`config.mk`:
```
export PLATFORM = sky130hd
export DESIGN_NAME = cra_device_flat
export DESIGN_NICKNAME = d
export VERILOG_FILES = /design/src/cra_pkg.sv /design/src/cra_link_if.sv /design/src/cra_device.sv /design/src/flat_wrapper.sv
export SDC_FILE = /design/constraint.sdc
export NUM_CORES = 2
export LEC_CHECK = 0
export BUFFER_PORTS_ARGS = -buffer_cell sky130_fd_sc_hd__buf_2
export CORE_MARGIN = 3
export CORE_UTILIZATION = 48
export DETAILED_ROUTE_END_ITERATION = 16
export PLACE_DENSITY = 0.69
export SLEW_MARGIN = 20
export SYNTH_ARGS = -nofsm -noshare
export SYNTH_HDL_FRONTEND = slang
export SYNTH_SLANG_ARGS = --single-unit
```
`constraint.sdc`:
```
create_clock -name REF_CLK -period 18 [get_ports REF_CLK]
set_input_delay 0.9 -clock REF_CLK [delete_from_list [all_inputs] [get_ports REF_CLK]]
set_output_delay 0.9 -clock REF_CLK [all_outputs]
set_load 0.05 [all_outputs]
```
`src/cra_pkg.sv`:
```
// constants, token codes and command kinds for configuration message access
// assumes both ends share one clock and one active-low reset
// Behaviour
// status resource id is reg shifted 8, ORed 0x0C
// status read/write moves one whole word
// tile destination low half is C20C
// node destination low half is C30C
// peripheral destination: node, peripheral byte, 02
// config write: 192, return id, reg, data, 1
// config read: 193, return id, reg, 1
// peripheral 36/37, id, reg, size, data, 1
// write reply: 3,1 success or 4,1 failure
// config read reply: 3, word, 1 or 4,1
// peripheral read reply: 3, bytes, 1 or 4,1
// reply to carried id, after closing token only
// bad register or malformed framing gets failure
package cra_pkg;
  // ----------------------------------------
  // tokens
  // ----------------------------------------
  localparam logic [7:0] TOK_WR = 8'hC0;
  localparam logic [7:0] TOK_RD = 8'hC1;
  localparam logic [7:0] TOK_PWR = 8'h24;
  localparam logic [7:0] TOK_PRD = 8'h25;
  localparam logic [7:0] TOK_END = 8'h01;
  localparam logic [7:0] TOK_ACK = 8'h03;
  localparam logic [7:0] TOK_NAK = 8'h04;
  // ----------------------------------------
  // destinations and resource ids
  // ----------------------------------------
  localparam logic [15:0] DEST_TILE = 16'hC20C;
  localparam logic [15:0] DEST_NODE = 16'hC30C;
  localparam logic [7:0] DEST_PERIPH = 8'h02;
  localparam logic [7:0] PS_RES_LOW = 8'h0C;
  localparam int PS_SHIFT = 8;
  // ----------------------------------------
  // sizes and reset values
  // ----------------------------------------
  localparam logic [15:0] NUM_WORDS = 16'h0008;
  localparam logic [8:0] NUM_PBYTES = 9'h010;
  localparam logic [7:0] MAX_PSIZE = 8'h04;
  localparam logic [31:0] WORD_RESET = 32'h0000_0000;
  localparam logic [7:0] PBYTE_RESET = 8'h00;
  localparam logic [23:0] OWN_CHAN_ID = 24'h00_0102;
  localparam int MSG_LEN = 11;
  typedef enum logic [2:0] {
    K_TILE_WR, K_TILE_RD, K_NODE_WR, K_NODE_RD, K_PER_WR, K_PER_RD, K_PS_WR, K_PS_RD
  } cra_kind_t;
endpackage : cra_pkg

```
`src/cra_link_if.sv`:
```
// token link and status-word port between requester and configuration end
// assumes one clock shared by both ends
`timescale 1ns/10ps
interface cra_link_if;
  logic [31:0] dest;
  logic req_valid;
  logic req_ctrl;
  logic [7:0] req_data;
  logic req_ready;
  logic rsp_valid;
  logic rsp_ctrl;
  logic [7:0] rsp_data;
  logic [23:0] rsp_dest;
  logic rsp_ready;
  logic ps_valid;
  logic ps_write;
  logic [15:0] ps_res;
  logic [31:0] ps_wdata;
  logic ps_done;
  logic ps_ok;
  logic [31:0] ps_rdata;
  modport dev (
    input dest, req_valid, req_ctrl, req_data, rsp_ready, ps_valid, ps_write, ps_res, ps_wdata,
    output req_ready, rsp_valid, rsp_ctrl, rsp_data, rsp_dest, ps_done, ps_ok, ps_rdata
  );
  modport req (
    output dest, req_valid, req_ctrl, req_data, rsp_ready, ps_valid, ps_write, ps_res, ps_wdata,
    input req_ready, rsp_valid, rsp_ctrl, rsp_data, rsp_dest, ps_done, ps_ok, ps_rdata
  );
endinterface : cra_link_if

```
`src/cra_device.sv`:
```
// configuration end: parses token messages, holds register banks, replies
// assumes requester on the same clock drives the link modport req
`timescale 1ns/10ps
module cra_device (
  input wire logic REF_CLK,
  input wire logic RST_B,
  cra_link_if.dev LINK,
  output logic [31:0] TILE_CTRL,
  output logic BUSY
);
  import cra_pkg::*;

  // ----------------------------------------
  // state and storage
  // ----------------------------------------
  typedef enum {S_CMD, S_RET, S_REG, S_SIZE, S_DATA, S_END, S_DRAIN, S_HDR, S_RDAT, S_TAIL} cra_dstate_t;
  cra_dstate_t state;
  logic [31:0] tile_reg [8];
  logic [31:0] node_reg [8];
  logic [31:0] ps_reg [8];
  logic [7:0] pmem [16];
  logic [2:0] cnt;
  logic [23:0] ret_id;
  logic [15:0] regn;
  logic [7:0] size;
  logic [31:0] wdata;
  logic [31:0] rbuf;
  logic err, is_rd, is_per, is_node, good_q;
  logic acc, is_end, good, reg_ok, commit;
  logic [31:0] rd_word;
  logic [8:0] per_top;

  assign acc = LINK.req_valid && LINK.req_ready;
  assign is_end = LINK.req_ctrl && (LINK.req_data == TOK_END);
  assign per_top = {1'b0, regn[7:0]} + {1'b0, size};
  assign reg_ok = is_per ? (per_top <= NUM_PBYTES) : (regn < NUM_WORDS);
  assign good = (state == S_END) && !err && reg_ok;
  assign commit = acc && is_end && good && !is_rd;
  assign TILE_CTRL = tile_reg[0];

  always_comb begin
    rd_word = is_node ? node_reg[regn[2:0]] : tile_reg[regn[2:0]];
    if (is_per) begin
      rd_word = 32'h0000_0000;
      for (int k = 0; k < 4; k++) begin
        if (k < size) begin
          rd_word[31 - 8 * k -: 8] = pmem[4'(regn[3:0] + 4'(k))];
        end
      end
    end
  end

  // ----------------------------------------
  // message parser and reply sender
  // ----------------------------------------
  always_ff @(posedge REF_CLK or negedge RST_B) begin
    if (!RST_B) begin
      state <= S_CMD;
      LINK.req_ready <= 1'b1;
      LINK.rsp_valid <= 1'b0;
      LINK.rsp_ctrl <= 1'b0;
      LINK.rsp_data <= 8'h00;
      LINK.rsp_dest <= 24'h00_0000;
      BUSY <= 1'b0;
      cnt <= 3'h0;
      ret_id <= 24'h00_0000;
      regn <= 16'h0000;
      size <= 8'h00;
      wdata <= 32'h0000_0000;
      rbuf <= 32'h0000_0000;
      err <= 1'b0;
      is_rd <= 1'b0;
      is_per <= 1'b0;
      is_node <= 1'b0;
      good_q <= 1'b0;
    end else begin
      if (acc && is_end && state != S_CMD) begin
        // close of frame: reply only now, to the carried id
        state <= S_HDR;
        LINK.req_ready <= 1'b0;
        BUSY <= 1'b1;
        good_q <= good;
        LINK.rsp_valid <= 1'b1;
        LINK.rsp_ctrl <= 1'b1;
        LINK.rsp_data <= good ? TOK_ACK : TOK_NAK;
        LINK.rsp_dest <= ret_id;
        rbuf <= rd_word;
        cnt <= is_per ? 3'(size[2:0] - 3'h1) : 3'h3;
      end else if (acc && LINK.req_ctrl && state != S_CMD && state != S_DRAIN) begin
        err <= 1'b1;
        state <= S_DRAIN;
      end else if (acc) begin
        case (state)
          S_CMD: begin
            if (LINK.req_ctrl) begin
              cnt <= 3'h2;
              is_rd <= (LINK.req_data == TOK_RD) || (LINK.req_data == TOK_PRD);
              is_per <= (LINK.req_data == TOK_PWR) || (LINK.req_data == TOK_PRD);
              is_node <= (LINK.dest[15:0] == DEST_NODE);
              case (LINK.req_data)
                TOK_WR, TOK_RD: begin
                  state <= S_RET;
                  err <= (LINK.dest[15:0] != DEST_TILE) && (LINK.dest[15:0] != DEST_NODE);
                end
                TOK_PWR, TOK_PRD: begin
                  state <= S_RET;
                  err <= (LINK.dest[7:0] != DEST_PERIPH);
                end
                TOK_END: begin
                  state <= S_CMD;
                end
                default: begin
                  state <= S_DRAIN;
                  err <= 1'b1;
                end
              endcase
            end
          end
          S_RET: begin
            ret_id <= {ret_id[15:0], LINK.req_data};
            cnt <= cnt - 3'h1;
            if (cnt == 3'h0) begin
              state <= S_REG;
              cnt <= is_per ? 3'h0 : 3'h1;
            end
          end
          S_REG: begin
            regn <= {regn[7:0], LINK.req_data};
            cnt <= cnt - 3'h1;
            if (cnt == 3'h0) begin
              if (is_per) begin
                regn <= {8'h00, LINK.req_data};
                state <= S_SIZE;
              end else begin
                state <= is_rd ? S_END : S_DATA;
                cnt <= 3'h3;
              end
            end
          end
          S_SIZE: begin
            size <= LINK.req_data;
            cnt <= 3'(LINK.req_data[2:0] - 3'h1);
            if (LINK.req_data == 8'h00 || LINK.req_data > MAX_PSIZE) begin
              err <= 1'b1;
              state <= S_DRAIN;
            end else begin
              state <= is_rd ? S_END : S_DATA;
            end
          end
          S_DATA: begin
            wdata <= {wdata[23:0], LINK.req_data};
            cnt <= cnt - 3'h1;
            if (cnt == 3'h0) begin
              state <= S_END;
            end
          end
          S_END: begin
            err <= 1'b1;
            state <= S_DRAIN;
          end
          default: begin
            state <= state;
          end
        endcase
      end else if (LINK.rsp_valid && LINK.rsp_ready) begin
        case (state)
          S_HDR, S_RDAT: begin
            if ((state == S_HDR && good_q && is_rd) || (state == S_RDAT && cnt != 3'h0)) begin
              state <= S_RDAT;
              LINK.rsp_ctrl <= 1'b0;
              LINK.rsp_data <= rbuf[31:24];
              rbuf <= {rbuf[23:0], 8'h00};
              if (state == S_RDAT) begin
                cnt <= cnt - 3'h1;
              end
            end else begin
              state <= S_TAIL;
              LINK.rsp_ctrl <= 1'b1;
              LINK.rsp_data <= TOK_END;
            end
          end
          S_TAIL: begin
            state <= S_CMD;
            LINK.rsp_valid <= 1'b0;
            LINK.req_ready <= 1'b1;
            BUSY <= 1'b0;
            err <= 1'b0;
          end
          default: begin
            state <= state;
          end
        endcase
      end
    end
  end

  // ----------------------------------------
  // configuration banks
  // ----------------------------------------
  always_ff @(posedge REF_CLK or negedge RST_B) begin
    if (!RST_B) begin
      for (int i = 0; i < 8; i++) begin
        tile_reg[i] <= WORD_RESET;
        node_reg[i] <= WORD_RESET;
      end
      for (int j = 0; j < 16; j++) begin
        pmem[j] <= PBYTE_RESET;
      end
    end else if (commit) begin
      if (is_per) begin
        for (int j = 0; j < 16; j++) begin
          if (j >= regn[7:0] && j < per_top) begin
            pmem[j] <= 8'(wdata >> (8 * (size - 8'h01 - 8'(j - regn[7:0]))));
          end
        end
      end else if (is_node) begin
        node_reg[regn[2:0]] <= wdata;
      end else begin
        tile_reg[regn[2:0]] <= wdata;
      end
    end
  end

  // ----------------------------------------
  // processor status word port
  // ----------------------------------------
  always_ff @(posedge REF_CLK or negedge RST_B) begin
    if (!RST_B) begin
      for (int i = 0; i < 8; i++) begin
        ps_reg[i] <= WORD_RESET;
      end
      LINK.ps_done <= 1'b0;
      LINK.ps_ok <= 1'b0;
      LINK.ps_rdata <= 32'h0000_0000;
    end else begin
      LINK.ps_done <= 1'b0;
      if (LINK.ps_valid && !LINK.ps_done) begin
        LINK.ps_done <= 1'b1;
        LINK.ps_ok <= 1'b0;
        LINK.ps_rdata <= 32'h0000_0000;
        if (LINK.ps_res[7:0] == PS_RES_LOW && {8'h00, LINK.ps_res[15:PS_SHIFT]} < NUM_WORDS) begin
          LINK.ps_ok <= 1'b1;
          if (LINK.ps_write) begin
            ps_reg[LINK.ps_res[10:8]] <= LINK.ps_wdata;
          end else begin
            LINK.ps_rdata <= ps_reg[LINK.ps_res[10:8]];
          end
        end
      end
    end
  end
endmodule : cra_device

```
`src/flat_wrapper.sv`:
```
// flat-port wrapper written by rule: the top's interface ports become plain ports
module cra_device_flat import cra_pkg::*;
  (REF_CLK, RST_B, TILE_CTRL, BUSY, LINK_dest, LINK_req_valid, LINK_req_ctrl, LINK_req_data, LINK_rsp_ready, LINK_ps_valid, LINK_ps_write, LINK_ps_res, LINK_ps_wdata, LINK_req_ready, LINK_rsp_valid, LINK_rsp_ctrl, LINK_rsp_data, LINK_rsp_dest, LINK_ps_done, LINK_ps_ok, LINK_ps_rdata);
  cra_link_if LINK_i ();
  input wire logic REF_CLK;
  input wire logic RST_B;
  output logic [31:0] TILE_CTRL;
  output logic BUSY;
  input wire logic [$bits(LINK_i.dest)-1:0] LINK_dest;
  input wire logic [$bits(LINK_i.req_valid)-1:0] LINK_req_valid;
  input wire logic [$bits(LINK_i.req_ctrl)-1:0] LINK_req_ctrl;
  input wire logic [$bits(LINK_i.req_data)-1:0] LINK_req_data;
  input wire logic [$bits(LINK_i.rsp_ready)-1:0] LINK_rsp_ready;
  input wire logic [$bits(LINK_i.ps_valid)-1:0] LINK_ps_valid;
  input wire logic [$bits(LINK_i.ps_write)-1:0] LINK_ps_write;
  input wire logic [$bits(LINK_i.ps_res)-1:0] LINK_ps_res;
  input wire logic [$bits(LINK_i.ps_wdata)-1:0] LINK_ps_wdata;
  output wire logic [$bits(LINK_i.req_ready)-1:0] LINK_req_ready;
  output wire logic [$bits(LINK_i.rsp_valid)-1:0] LINK_rsp_valid;
  output wire logic [$bits(LINK_i.rsp_ctrl)-1:0] LINK_rsp_ctrl;
  output wire logic [$bits(LINK_i.rsp_data)-1:0] LINK_rsp_data;
  output wire logic [$bits(LINK_i.rsp_dest)-1:0] LINK_rsp_dest;
  output wire logic [$bits(LINK_i.ps_done)-1:0] LINK_ps_done;
  output wire logic [$bits(LINK_i.ps_ok)-1:0] LINK_ps_ok;
  output wire logic [$bits(LINK_i.ps_rdata)-1:0] LINK_ps_rdata;
  assign LINK_i.dest = LINK_dest;
  assign LINK_i.req_valid = LINK_req_valid;
  assign LINK_i.req_ctrl = LINK_req_ctrl;
  assign LINK_i.req_data = LINK_req_data;
  assign LINK_i.rsp_ready = LINK_rsp_ready;
  assign LINK_i.ps_valid = LINK_ps_valid;
  assign LINK_i.ps_write = LINK_ps_write;
  assign LINK_i.ps_res = LINK_ps_res;
  assign LINK_i.ps_wdata = LINK_ps_wdata;
  assign LINK_req_ready = LINK_i.req_ready;
  assign LINK_rsp_valid = LINK_i.rsp_valid;
  assign LINK_rsp_ctrl = LINK_i.rsp_ctrl;
  assign LINK_rsp_data = LINK_i.rsp_data;
  assign LINK_rsp_dest = LINK_i.rsp_dest;
  assign LINK_ps_done = LINK_i.ps_done;
  assign LINK_ps_ok = LINK_i.ps_ok;
  assign LINK_ps_rdata = LINK_i.ps_rdata;
  cra_device u_core (.REF_CLK(REF_CLK), .RST_B(RST_B), .LINK(LINK_i), .TILE_CTRL(TILE_CTRL), .BUSY(BUSY));
endmodule
```
==> impl_results.md <==
- Status: complete, no violations
- Worst slew margin: roughly a fifth
- RePlAce Congestion: roughly 0.94
- Hold slack: 0.181 ns
- Setup crit start: u_core.regn[1]
- Hold Fails Final Rpt: 0
- Clock power frac: 49.5%
- CP Cell Sequence: inv_1 > ha_2 > buf_4 > inv_1 > fa_1 > a21oi_1 > o21bai_1 > nand2_1 > o21ai_0 > maj3_1 > a21o_1 > nand2b_1 > ha_1 > nor4b_1 > o2111ai_1 > nor4_1 > o2111ai_1 > or4_1 > or4_1 > o21ai_1
- Pint: 3.93 mW
- Worst Reg-to-Reg Cells: 20
- Static Leakage: between 30 and 40 nW
- Mapped Area: slightly above 0.06 mm^2
- Reg2Reg Capture Point: u_core.pmem[29]
- Syn. warnings: 0
- Synth unique cells: 105
- Max stage delay on crit path: ~0.78 ns
- H-Tree Depth: 3
- Num CTS Buffers: 114
- Largest net degree at the start of global routing: around 190
- Combinational power share: 1.8%
- PortBufs: 180
- Sw Ratio: 21.8%
- First-pass GRT wire length: 263,000 um
- Period utilization: around two fifths
- Core ar.: approximately 0.13 mm^2
- Total GRT Usage: between 20 and 30%
- Avg Inst Size Synth: around 13 um^2
- CP endpoint kind: flip-flop
- Crit Path Class: reg -> reg
- Capture point of the critical path: u_core.pmem[29]
- Yosys reg bits: 1,089
- Dpl hpwl: between 100,000 and 150,000 um
- Min Tclk post-route: 7.05 ns
- Asr flop ratio synth: between 90% and 100%
- Setup tns final: 0 ns
- Post-synthesis cell count: about 4.8k
- Reg2reg setup slack: 10.95 ns
- Root buf cell: clkbuf_16
- RSZ-0062 raised after global routing: false
- Pre-antenna DRT Iters: 5
- # hold bufs at CTS: 0
- Vias: roughly 42k
- Worst Setup Start Kind: flip-flop
- Max Slew Vio Count: 0
- CTS max path bufs: 3
- Critical path arrival: 7.68 ns
- Cell Rows: between 100 and 150
- Synthesized Nets: slightly above 5k
- Vias in the first global route: roughly 42k
- Die area: roughly 0.13 mm^2
- Number of setup buffers added after CTS: 0
- NetSw: ~1.1 mW
- Crit-path slowest cell: or4_1
- Top FF cell, synth: dfrtp_1
- Drt total wl: around 170,000 um
- Filler cells: approximately 10k
- Overflow after GRT: 0
- Area of the multi-input gates: 0.0327 mm^2
- Fmax achieved: around 140 MHz
- Final Core Density: ~54%
- Top cells by count, synth: dfrtp_1 (1,088), mux2_2 (846), mux4_2 (408)
- Initial DRC count: 3,936
- VDD IR-drop max: 0.0841 mV
- Flop pwr share: 48.7%
- Worst skew pair latency: roughly 0.75 ns
- Slew @ Worst Pin: roughly 1.2 ns
- Vias/cell: 6.37
- Antenna violations before repair: 5
- Yosys top cell by area: dfrtp_1
- Top-count cell post-synth: dfrtp_1
- Avg WL per Cell: roughly 26 um
- Required time of the critical path: between 15 and 20 ns
- CTS resizes: 0
- Final net count: slightly above 5k
- Synth top area cells: dfrtp_1 (44%), mux2_2 (15%), mux4_2 (15%)
- DRC violations left: 0
- Worst hold path class: in -> async
- Die Wd: between 300 and 400 um
- Initial Utilization: between 40% and 50%
- Storage element area: 0.0273 mm^2
- Area grow syn2layout: 10.5%
- CTS tree: built
- Clock Sink Count: 1,089
- Power per standard cell area: around 74 mW/mm^2
- Max Cap Viol: 0
- Post-synth top area share: between 40% and 50%
- Seq/Total Area, Yosys: about 44%
- CTS clk-pin slew, worst paths: 0.06 ns
- Post-synth EDFFs: 0
- Reg-to-Reg Start: u_core.regn[1]
- Clk_skew: ~0.053 ns
- Post-DRT Antenna Nets: 0
- Die height: approximately 360 um
- Final setup violation count: 0
- # IOs: between 150 and 200
- CP Max Fanout: 43
- Share of layout cells above drive strength 1: 37.7%
critical path, delay by kind of cell, from the launching register on:
kind                     cells  cell delay [ns]
buffers and inverters        3             1.12
adder cells (fa/ha/maj)      4             1.59
flip-flops                   1             0.76
AO/OA/AOI/OAI                7             1.26
AND/OR/NAND/NOR              6             2.17
cell usage in the layout (no fill, tap or decap), types with 14 or more instances in the layout:
cell type  netlist  layout
clkbuf_8         0      24
xor2_1          42      41
clkinv_2         0      28
dfrtp_1       1088    1084
a221oi_1        28      28
a21o_1          25      25
and3_1          19      19
clkbuf_1       209      18
nand2_1        343     342
mux2_2         846     846
nor2_4           2      15
buf_2           38     178
and2_1          15      15
or2_2           21      21
nand2b_1        50      50
nand3_1         44      42
mux2i_1         52      52
o21ai_0        153     153
inv_1          107     105
nor2_1         147     134
xnor2_1        115     111
o2111ai_1       18      14
a21oi_1        100      99
a31oi_1         37      37
o21a_1          17      17
o21bai_1        14      14
nor3_1          46      41
ha_1           189     187
a211o_1         19      19
a22o_1          86      86
o21ai_1         19      19
nor2b_1         32      32
nand4_1         21      21
nor4_1          22      21
mux4_2         408     408
buf_4           36      95
or3_1           17      17
clkbuf_16        0     115
metal layers:
layer	GRT usage [%]	wire length, um	share of wire [%]	vias up
met5	0.290	71	0.041	-
met4	9.64	6710	3.9	4
met3	5.72	14200	8.3	382
met2	41.5	79900	47	1631
met1	34.9	70300	41	21700
li1	-	-	-	17900
worst min path at each step:
stage / startpoint / to / slack (ns)
6_report: RST_B / u_core.LINK.ps_rdata[18] / 0.18
5_1_grt: RST_B / u_core.LINK.ps_rdata[18] / 0.25
4_1_cts: RST_B / u_core.LINK.ps_rdata[18] / 0.21
3_5_place_dp: u_core.ret_id[21] / u_core.LINK.rsp_dest[21] / 0.45
3_3_place_gp: u_core.ret_id[17] / u_core.LINK.rsp_dest[17] / 0.45
2_1_floorplan: u_core.ret_id[16] / u_core.LINK.rsp_dest[16] / 0.43
stage by stage:
step                      cell area (um^2)  cells  power, mW  setup slack (ns)
after global placement               64100   6320       2.59             11.05
after global routing                 68100   6536       5.19             10.57
after floorplan                      61700   4772       2.51             11.25
after CTS                            68100   6533       5.08             10.88
final                                68100   6536       5.03             10.95
after detailed placement             64100   6320       2.59             10.94
cell type report:
| cell class | count | share of cell area, % |
|---|---|---|
| well taps | 1650 | 3.03 |
| repair buffers | 278 | 2.48 |
| clock buffers | 157 | 4.81 |
| diodes | 2 | 0.00734 |
| flip-flops and latches | 1089 | 40.0 |
| clock inverters | 56 | 1.12 |
| inverters | 111 | 0.613 |
| multi-input cells | 3193 | 47.9 |
kinds of logic (layout without fill, tap and decap cells):
group | after synthesis | after routing | synth area share, %
compound gates | 658 | 658 | 7.53
xor+xnor | 170 | 170 | 2.69
fa+ha+maj | 204 | 204 | 4.16
buf+inv | 490 | 602 | 3.30
flops | 1089 | 1089 | 44.2
mux | 1306 | 1306 | 31.2
other cells | 0 | 2 | 0
simple gates | 855 | 855 | 6.96
power groups by stage:
stage / clock network [mW] / logic [mW] / registers (mW)
after floorplan: 0 / 0.0191 / 2.49
after global placement: 0 / 0.0943 / 2.49
after detailed placement: 0 / 0.0955 / 2.49
after CTS: 2.53 / 0.0957 / 2.45
after global routing: 2.64 / 0.105 / 2.45
final: 2.49 / 0.0920 / 2.45
(Power assumes the default switching activity.)
